[src/logic/edmwp_pkg.sv]
// constants and types for the configuration loader and wake request pin
package edmwp_pkg;
  // memory byte addresses of the header items
  localparam logic [15:0] FLAG0_ADDR = 16'h0009;
  localparam logic [15:0] HDR_FIRST = 16'h002F;
  localparam int unsigned HDR_COUNT = 25;
  localparam logic [15:0] BOS_LEN_ADDR = 16'h002F;
  localparam logic [15:0] BOS_OFF_ADDR = 16'h0030;
  localparam logic [15:0] SS_DEV_ADDR = 16'h0031;
  localparam logic [15:0] SS_CFG_ADDR = 16'h0033;
  localparam logic [15:0] HS_DEV_ADDR = 16'h0035;
  localparam logic [15:0] HS_CFG_ADDR = 16'h0037;
  localparam logic [15:0] FS_DEV_ADDR = 16'h0039;
  localparam logic [15:0] FS_CFG_ADDR = 16'h003B;
  localparam logic [15:0] WUF_LEN_ADDR = 16'h003D;
  localparam logic [15:0] LTM_LEN_ADDR = 16'h003F;
  localparam logic [15:0] TBUS_LEN_ADDR = 16'h0041;
  localparam logic [15:0] SW_LEN_ADDR = 16'h0046;
  localparam logic [15:0] SW_OFF_ADDR = 16'h0047;
  // descriptor selector codes on the lookup port
  localparam logic [3:0] SEL_SS_DEV = 4'h0;
  localparam logic [3:0] SEL_SS_CFG = 4'h1;
  localparam logic [3:0] SEL_HS_DEV = 4'h2;
  localparam logic [3:0] SEL_HS_CFG = 4'h3;
  localparam logic [3:0] SEL_FS_DEV = 4'h4;
  localparam logic [3:0] SEL_FS_CFG = 4'h5;
  localparam logic [3:0] SEL_SW = 4'h6;
  localparam logic [3:0] SEL_BOS = 4'h7;
  localparam logic [3:0] SEL_LTM = 4'h8;
  localparam logic [3:0] SEL_TBUS = 4'h9;
  // wake flag byte fields
  localparam int unsigned FLAG_EN_BIT = 7;
  localparam int unsigned FLAG_PULSE_BIT = 6;
  localparam int unsigned FLAG_LONG_BIT = 5;
  localparam int unsigned FLAG_POL_BIT = 4;
  localparam int unsigned FLAG_PP_BIT = 3;
  // wake frame filter image layout
  localparam int unsigned WUF_CFG_BYTES = 4;
  localparam int unsigned WUF_MASK_BYTES = 16;
  localparam logic [7:0] WUF_IMAGE_LEN = 8'h14;
  localparam logic [31:0] WUF_CFG_RESET = 32'h0000_0000;
  localparam logic [127:0] WUF_MASK_RESET = 128'h0;
  // pulse timing at the core clock
  localparam int unsigned CLK_PERIOD_NS = 8;
  localparam int unsigned PULSE_SHORT_NS = 1500000;
  localparam int unsigned PULSE_LONG_NS = 150000000;
  localparam int unsigned PULSE_SHORT_CYC = PULSE_SHORT_NS / CLK_PERIOD_NS;
  localparam int unsigned PULSE_LONG_CYC = PULSE_LONG_NS / CLK_PERIOD_NS;
  localparam int unsigned PULSE_CNT_W = 25;
  // loader states
  typedef enum logic [4:0] {
    LD_IDLE = 5'b00001,
    LD_FLAG = 5'b00010,
    LD_HDR = 5'b00100,
    LD_WUF = 5'b01000,
    LD_DONE = 5'b10000
  } edmwp_ld_state_t;
endpackage

[src/logic/edmwp_wake_if.sv]
// wake settings passed from the loader to the pin driver, pin signals passed back
`timescale 1ns/1ns
`default_nettype none
interface edmwp_wake_if;
  logic enable; // wake signalling enabled
  logic pulseStyle; // 1 pulse, 0 level
  logic longPulse; // 1 long pulse
  logic polHigh; // 1 active high
  logic pushPull; // 1 push-pull, 0 open drain
  logic wakeEvent; // any wake source, one cycle
  logic wakeClear; // software clears level status
  logic pinOut; // pin output value
  logic pinOe; // pin output enable
  logic active; // wake asserted internally
  modport ctrl (output enable, pulseStyle, longPulse, polHigh, pushPull, wakeEvent, wakeClear,
    input pinOut, pinOe, active);
  modport drive (input enable, pulseStyle, longPulse, polHigh, pushPull, wakeEvent, wakeClear,
    output pinOut, pinOe, active);
endinterface
`default_nettype wire

[src/logic/edmwp_loader.sv]
// configuration loader: header, descriptor map, filter 0 image, wake pin
`timescale 1ns/1ns
`default_nettype none
module edmwp_loader
  import edmwp_pkg::*;
#(
  parameter int unsigned SHORT_CYC = PULSE_SHORT_CYC,
  parameter int unsigned LONG_CYC = PULSE_LONG_CYC
) (
  input wire logic ref_clk,
  input wire logic srst,
  input wire logic loadStart,
  output logic loadBusy,
  output logic loadDone,
  output logic memRdEn,
  output logic [15:0] memAddr,
  input wire logic [7:0] memRdData,
  input wire logic memRdValid,
  input wire logic [3:0] descSel,
  output logic [7:0] descLen,
  output logic [15:0] descAddr,
  output logic descPresent,
  output logic [31:0] wakeFilterConfigReg,
  output logic [127:0] wakeFilterByteMaskReg,
  output logic wakeFilterLoaded,
  input wire logic gpioWakeEvent,
  input wire logic packetWakeEvent,
  input wire logic wakeFrameFilterMatch,
  input wire logic perfectDaWakeEvent,
  input wire logic linkChangeWakeEvent,
  input wire logic wakeStatusClear,
  output logic wakeRequestPinOut,
  output logic wakeRequestPinOe,
  output logic wakeActive
);
  edmwp_ld_state_t state; // loader state
  logic [7:0] hdr [HDR_COUNT]; // header byte image
  logic [7:0] wakeFlags; // first wake flag byte
  logic [4:0] idx; // byte index within current phase
  logic [7:0] wufLen; // filter image length
  logic [15:0] wufBase; // filter image byte address
  logic [4:0] selIdx; // header index of chosen length
  edmwp_wake_if wif ();

  // header index of a byte address inside the header window
  function automatic logic [4:0] hidx(input logic [15:0] a);
    logic [15:0] d;
    d = a - HDR_FIRST;
    return d[4:0];
  endfunction

  assign wufLen = hdr[hidx(WUF_LEN_ADDR)];
  assign wufBase = {7'h00, hdr[hidx(WUF_LEN_ADDR) + 5'h01], 1'b0};

  // loader sequence: flag byte, header window, then filter image
  always_ff @(posedge ref_clk) begin
    if (srst) begin
      state <= LD_IDLE;
      idx <= '0;
      memRdEn <= 1'b0;
      memAddr <= '0;
      loadBusy <= 1'b0;
      loadDone <= 1'b0;
      wakeFilterLoaded <= 1'b0;
    end else begin
      memRdEn <= 1'b0;
      wakeFilterLoaded <= 1'b0;
      case (state)
        LD_IDLE: begin
          if (loadStart) begin
            state <= LD_FLAG;
            loadBusy <= 1'b1;
            loadDone <= 1'b0;
            memRdEn <= 1'b1;
            memAddr <= FLAG0_ADDR;
          end
        end
        LD_FLAG: begin
          if (memRdValid) begin
            state <= LD_HDR;
            idx <= '0;
            memRdEn <= 1'b1;
            memAddr <= HDR_FIRST;
          end
        end
        LD_HDR: begin
          // one read at a time keeps the memory side trivially simple
          if (memRdValid) begin
            if (idx == 5'(HDR_COUNT - 1)) begin
              idx <= '0;
              if (hdr[hidx(WUF_LEN_ADDR)] != 8'h00 || (hidx(WUF_LEN_ADDR) == idx && memRdData != 8'h00)) begin
                state <= LD_WUF;
                memRdEn <= 1'b1;
                memAddr <= wufBase;
              end else begin
                // absent image: filter keeps its current contents
                state <= LD_DONE;
              end
            end else begin
              idx <= idx + 5'h01;
              memRdEn <= 1'b1;
              memAddr <= HDR_FIRST + {11'h000, idx + 5'h01};
            end
          end
        end
        LD_WUF: begin
          if (memRdValid) begin
            if (idx == 5'(WUF_CFG_BYTES + WUF_MASK_BYTES - 1)) begin
              state <= LD_DONE;
              wakeFilterLoaded <= 1'b1;
            end else begin
              idx <= idx + 5'h01;
              memRdEn <= 1'b1;
              memAddr <= wufBase + {11'h000, idx + 5'h01};
            end
          end
        end
        LD_DONE: begin
          loadBusy <= 1'b0;
          loadDone <= 1'b1;
          state <= LD_IDLE;
        end
        default: state <= LD_IDLE;
      endcase
    end
  end

  // capture the flag byte and the header window
  // a reload overwrites every header byte, so no stale length survives
  always_ff @(posedge ref_clk) begin
    if (srst) begin
      wakeFlags <= 8'h00;
      for (int i = 0; i < HDR_COUNT; i++) begin
        hdr[i] <= 8'h00;
      end
    end else if (memRdValid && state == LD_FLAG) begin
      wakeFlags <= memRdData;
    end else if (memRdValid && state == LD_HDR) begin
      hdr[idx] <= memRdData;
    end
  end

  // filter image: four configuration bytes then the sixteen mask bytes
  always_ff @(posedge ref_clk) begin
    if (srst) begin
      wakeFilterConfigReg <= WUF_CFG_RESET;
      wakeFilterByteMaskReg <= WUF_MASK_RESET;
    end else if (memRdValid && state == LD_WUF) begin
      if (idx < 5'(WUF_CFG_BYTES)) begin
        wakeFilterConfigReg[idx[1:0]*8 +: 8] <= memRdData;
      end else begin
        wakeFilterByteMaskReg[(idx - 5'(WUF_CFG_BYTES))*8 +: 8] <= memRdData;
      end
    end
  end

  // selector to header index of the length byte; offset follows it
  // unused selector codes fall back to the SS_DEV_ADDR pair and never report present
  always_comb begin
    case (descSel)
      SEL_SS_DEV: selIdx = hidx(SS_DEV_ADDR);
      SEL_SS_CFG: selIdx = hidx(SS_CFG_ADDR);
      SEL_HS_DEV: selIdx = hidx(HS_DEV_ADDR);
      SEL_HS_CFG: selIdx = hidx(HS_CFG_ADDR);
      SEL_FS_DEV: selIdx = hidx(FS_DEV_ADDR);
      SEL_FS_CFG: selIdx = hidx(FS_CFG_ADDR);
      SEL_SW: selIdx = hidx(SW_LEN_ADDR);
      SEL_BOS: selIdx = hidx(BOS_LEN_ADDR);
      SEL_LTM: selIdx = hidx(LTM_LEN_ADDR);
      SEL_TBUS: selIdx = hidx(TBUS_LEN_ADDR);
      default: selIdx = hidx(SS_DEV_ADDR);
    endcase
  end

  // registered lookup answer, offset turned into a byte address
  always_ff @(posedge ref_clk) begin
    if (srst) begin
      descLen <= 8'h00;
      descAddr <= 16'h0000;
      descPresent <= 1'b0;
    end else begin
      descLen <= hdr[selIdx];
      descAddr <= {7'h00, hdr[selIdx + 5'h01], 1'b0};
      descPresent <= loadDone && (descSel <= SEL_TBUS) && hdr[selIdx] != 8'h00;
    end
  end

  // wake settings only apply once the whole load is done (loadDone)
  assign wif.enable = loadDone & wakeFlags[FLAG_EN_BIT];
  assign wif.pulseStyle = wakeFlags[FLAG_PULSE_BIT];
  assign wif.longPulse = wakeFlags[FLAG_LONG_BIT];
  assign wif.polHigh = wakeFlags[FLAG_POL_BIT];
  assign wif.pushPull = wakeFlags[FLAG_PP_BIT];
  assign wif.wakeEvent = gpioWakeEvent | packetWakeEvent | wakeFrameFilterMatch
    | perfectDaWakeEvent | linkChangeWakeEvent;
  assign wif.wakeClear = wakeStatusClear;
  assign wakeRequestPinOut = wif.pinOut;
  assign wakeRequestPinOe = wif.pinOe;
  assign wakeActive = wif.active;

  edmwp_wake_drive #(.SHORT_CYC(SHORT_CYC), .LONG_CYC(LONG_CYC)) u_drive (
    .ref_clk(ref_clk),
    .srst(srst),
    .w(wif.drive)
  );
endmodule
`default_nettype wire

[src/logic/edmwp_wake_drive.sv]
// wake request pin driver: level or pulse, polarity and driver type
`timescale 1ns/1ns
`default_nettype none
module edmwp_wake_drive
  import edmwp_pkg::*;
#(
  parameter int unsigned SHORT_CYC = PULSE_SHORT_CYC,
  parameter int unsigned LONG_CYC = PULSE_LONG_CYC
) (
  input wire logic ref_clk,
  input wire logic srst,
  edmwp_wake_if.drive w
);
  logic asserted; // wake currently signalled
  logic [PULSE_CNT_W-1:0] count; // cycles left in the pulse
  logic level; // pin level that asserted maps to

  assign level = w.polHigh ? asserted : ~asserted;
  assign w.active = asserted;

  // assertion state; pulse timed in core clock cycles
  always_ff @(posedge ref_clk) begin
    if (srst) begin
      asserted <= 1'b0;
      count <= '0;
    end else if (!w.enable) begin
      // disabled: every other setting is don't-care
      asserted <= 1'b0;
      count <= '0;
    end else if (w.pulseStyle) begin
      if (asserted) begin
        // events during the pulse are ignored on purpose
        if (count == PULSE_CNT_W'(1)) begin
          asserted <= 1'b0;
        end
        count <= count - PULSE_CNT_W'(1);
      end else if (w.wakeEvent) begin
        asserted <= 1'b1;
        count <= w.longPulse ? PULSE_CNT_W'(LONG_CYC) : PULSE_CNT_W'(SHORT_CYC);
      end
    end else begin
      // level: set wins over a clear in the same cycle
      if (w.wakeEvent) begin
        asserted <= 1'b1;
      end else if (w.wakeClear) begin
        asserted <= 1'b0;
      end
    end
  end

  // pin flops; open drain only ever drives low
  always_ff @(posedge ref_clk) begin
    if (srst) begin
      w.pinOut <= 1'b0;
      w.pinOe <= 1'b0;
    end else begin
      w.pinOut <= w.pushPull ? level : 1'b0;
      w.pinOe <= w.enable & (w.pushPull | ~level);
    end
  end
endmodule
`default_nettype wire

[config.mk]
export PLATFORM = sky130hd
export DESIGN_NAME = edmwp_loader
export DESIGN_NICKNAME = d
export VERILOG_FILES = /design/src/logic/edmwp_pkg.sv /design/src/logic/edmwp_wake_if.sv /design/src/logic/edmwp_loader.sv /design/src/logic/edmwp_wake_drive.sv
export SDC_FILE = /design/constraint.sdc
export NUM_CORES = 1
export LEC_CHECK = 0
export BUFFER_PORTS_ARGS = -buffer_cell sky130_fd_sc_hd__clkbuf_2
export CAP_MARGIN = 0
export CORE_MARGIN = 2
export CORE_UTILIZATION = 64
export DETAILED_ROUTE_END_ITERATION = 8
export PLACE_DENSITY = 0.92
export SYNTH_ARGS = -nofsm -noshare
export SYNTH_HDL_FRONTEND = slang
export SYNTH_SLANG_ARGS = --single-unit
[constraint.sdc]
create_clock -name ref_clk -period 9 [get_ports ref_clk]
set_clock_uncertainty 0.05 [all_clocks]
set_input_delay 1.8 -clock ref_clk [delete_from_list [all_inputs] [get_ports ref_clk]]
set_output_delay 1.8 -clock ref_clk [all_outputs]
set_load 0.02 [all_outputs]
==> results by stage <==
Run status:
- The run finished with clean final reports.

Place:
- The count of buffers added on input and output ports is 215.
- The global placement routability congestion is 1.01.
- Once placement finished, the instance area stood at 0.0249 mm².
- The placement-stage worst setup slack is 2490 ps.
- The detailed placer's ending HPWL is 51.5 mm.

Floorplanning:
- The initial cell density of the core is 64.9%.
- The count of pins on the block boundary is 230.
- The die outline area is 0.0386 mm².
- The core area is 0.0365 mm².
- The horizontal die dimension is 196 µm.
- The row count is 70.
- The die extent in y is 196 µm.

Pwr:
- The power density of the placed cells is 188 mW/mm².
- The post-layout total power is 0.00499 W.
- In this run the static leakage power is 9.97 nW.
- The maximum vdd ir drop is 0.183 mV.

STA:
- Setup repair after global routing left no endpoint under its margin.
- The minimum period implied by the final worst setup slack is 5990 ps.
- The slew at the pin closest to its max-slew limit is 1170 ps.
- After layout, the worst setup slack is 3010 ps.
- The final hold violation count is 0.
- Timing would allow up to 167 MHz.
- The total negative setup slack is 0 ps.
- The final-report max-slew violation count was 0.
- The number of endpoints failing setup at the final stage is 0.
- Measured against its own limit, the worst slew margin works out to 21.2%.
- The portion of the clock cycle consumed by the worst path in the final layout is 66.6%.

Detailed routing:
- The total DRC errors in the routed layout is 0.
- The count of vias placed by the detailed router is 19.6k.
- The sum of routed wire length over all layers is 74.9 mm.
- The number of detailed-route iterations in the first pass is 7.
- The iteration-0 DRC count of the detailed router is 2487.
- The number of nets with antenna violations after detailed routing is 0.
- The post-detailed-route via-to-cell ratio is 6.69.
- Dividing the detail-routed wire length by the instance count gives 25.6 µm.

Yosys:
- The synthesized netlist contains 77 unique library cells.
- The synthesized design contains 490 register bits.
- The xor and xnor area share after synthesis is 0.987%.
- Sorting the synthesized cells by area gives the leading types as sky130_fd_sc_hd__edfxtp_1 32%, sky130_fd_sc_hd__dfxtp_1 20%, sky130_fd_sc_hd__mux4_2 8.0%.
- The adder-cell share of the synthesized area is 1.77%.
- The number of enable flip-flop cells after synthesis is 256.
- The mux contribution to synthesized area is 10.4%.
- The synthesized netlist devotes 22.7% of its cell area to simple gates.
- The async set-reset flop share out of synthesis is 0%.
- The netlist area before placement is 0.0237 mm².
- The sequential share of the synthesized area is 52.2%.
- The synthesized area per cell is 10.4 µm².
- The dominant combinational cell family by area after synthesis is simple AND/OR/NAND/NOR gates.
- The top cell type by total area after synthesis is sky130_fd_sc_hd__edfxtp_1.
- The total of warnings raised by yosys is 0.
- Synthesis handed over a netlist of 2276 instances.
- In the synthesized netlist the dominant register cell turns out to be sky130_fd_sc_hd__edfxtp_1.
- The area share of the leading cell type in the synthesized netlist is 32.4%.
- Summing the areas of all compound-gate instances in the mapped netlist gives 8.54% of the synthesized area.

Setup path:
- The worst setup path is launched from a primary input.
- Across all register-to-register paths, the minimum setup slack is 3970 ps.
- The critical path class is in -> reg.
- The signal arrival time at the worst endpoint is 6400 ps.
- STA classifies the critical path endpoint as a flop.
- The maximum net fanout on the critical path is 61.
- In this design, the stage delay of the slowest critical-path cell is 1050 ps.
- The signal on the critical path passes through clkbuf_2, inv_1, ha_1, nand3b_4, inv_4, ha_2, buf_4, mux4_2, mux4_2, mux2i_1, nor2_1.
- The cell seen most often among critical-path stages is sky130_fd_sc_hd__mux4_2.
- The slowest stage of the critical path belongs to the cell sky130_fd_sc_hd__ha_2.
- STA puts the critical path data required time at 9410 ps.

Final layout:
- From synthesis to final layout, the design area changed by 11.9%.
- The finished layout cell area is 0.0265 mm².
- The post-route netlist has 18.7% of its cells at a drive strength greater than 1.
- The number of nets in the layout is 2478.
- The utilization after layout is 72.6%.

Clocking:
- The number of hold buffers added after CTS was 0.
- The clock transition time at the flip-flop clock pins of the worst setup and hold paths is 70 ps.
- The clock tree root driver cell is sky130_fd_sc_hd__clkbuf_16.
- The worst-skew pair later-pin latency is 610 ps.
- For this design, the sink count on the clock tree is 490.
- The post-CTS repair timing setup buffer count is 0.
- The clock passes through at most 3 buffers.
- The number of gates resized after cts is 0.
- The number of buffers created by CTS is 47.
- TritonCTS built the clock tree.
- The total number of H-tree levels is 2.

Global route:
- The global-route total usage across every layer is 38.4%.
- After global routing the overflow that remains totals 0.
- The number of antenna violations at the first check in global routing is 3.
- The wire length of the first global-routing pass is 111 mm.
- The via count of the first global-routing pass was 18.7k.
- Entering global routing, the biggest net connects 92 pins.

Job:
- The number of max-cap violations is 0.

Min path:
- The class of the tightest hold or removal check is reg -> reg.
-- logic make-up (layout without fill, tap and decap cells) --
| logic type | after synthesis | in the layout |
|---|---|---|
| and+or+nand+nor | 1066 | 1066 |
| adders and majority gates | 33 | 33 |
| buffers and inverters | 180 | 351 |
| muxes | 142 | 142 |
| other | 1 | 15 |
| xor gates and xnor gates | 25 | 25 |
| AOI/OAI and AO/OA | 339 | 339 |
| DFF | 490 | 490 |
-- placed cells by master (no fill, tap or decap), types with 25 or more instances in the layout --
cell                        netlist  routed
sky130_fd_sc_hd__clkbuf_2         0     214
sky130_fd_sc_hd__edfxtp_1       256     256
sky130_fd_sc_hd__and2_1         216     216
sky130_fd_sc_hd__dfxtp_1        234     234
sky130_fd_sc_hd__nor3_1          58      57
sky130_fd_sc_hd__or2_2           32      32
sky130_fd_sc_hd__mux4_2          84      84
sky130_fd_sc_hd__o21ai_0         48      47
sky130_fd_sc_hd__a21oi_1        192     192
sky130_fd_sc_hd__nor2_1         180     180
sky130_fd_sc_hd__clkbuf_16        0      47
sky130_fd_sc_hd__mux2i_1         55      55
sky130_fd_sc_hd__ha_1            32      31
sky130_fd_sc_hd__buf_4           15      25
sky130_fd_sc_hd__nand2_1        315     315
sky130_fd_sc_hd__nand3_1        131     131
-- worst max-delay path: cells and delay by family --
family | cells | cell delay [ps]
adders and majority gates | 2 | 1330
muxes | 3 | 1050
buffers and inverters | 4 | 1600
and+or+nand+nor | 2 | 540
-- power breakdown --
part	switching [W]	internal, W	total (W)
logic	0.000291	0.000167	0.000457
clock network	0.000910	0.00114	0.00205
registers	0.0000703	0.00241	0.00248
total	0.00127	0.00372	0.00499
-- metrics by stage --
stage	hold WS (ps)	std cells
floorplan	404	2289
global placement	387	2842
detailed placement	394	2842
CTS	404	2928
global route	423	2929
finish	406	2929
-- cell type report --
type                    count  area, µm²
diodes                      1       2.50
inverters                  25       96.3
clock inverters            26        335
repair buffers            240       1270
flip-flops and latches    490      12400
fillers                  2414      10000
clock buffers              60       1240
well taps                 468        586
multi-input cells        1619      10600
-- cells in the mapped netlist (all sizes together), types with 14 or more instances --
master / number
inv: 24
nor4: 19
nor2b: 15
mux2i: 55
nand3: 132
mux4: 84
and2: 217
ha: 32
a21oi: 192
nand2b: 14
nand2: 316
edfxtp: 256
o21ai: 48
nand4: 23
nor3: 63
o2111ai: 15
dfxtp: 234
clkbuf: 102
nor2: 182
buf: 53
xnor2: 21
or2: 33
-- per-layer routing --
metal	vias up	track usage [%]	part of all wire [%]
met5	-	0	0
met4	0	17.3	5.1
met3	279	10.3	13
met2	1450	61.2	46
met1	9435	49.7	36
li1	8441	-	-
-- final timing paths --
kind	startpoint	cells after the start	to
worst max-delay path	descSel[0]	11	descAddr[6]
worst min-delay path	wakeFilterByteMaskReg[63]	2	wakeFilterByteMaskReg[63]
worst max register to register	idx[2]	12	wakeFilterByteMaskReg[3]
worst min register to register	wakeFilterByteMaskReg[63]	2	wakeFilterByteMaskReg[63]
-- registers in the layout, indices dropped and copies added, names as in the netlist, 8 cells and up --
register,cells
hdr,256
wakeFilterByteMaskReg,128
wakeFilterConfigReg,32
u_drive.count,25
memAddr,10
descAddr,8
descLen,8
(Power assumes the default switching activity.)
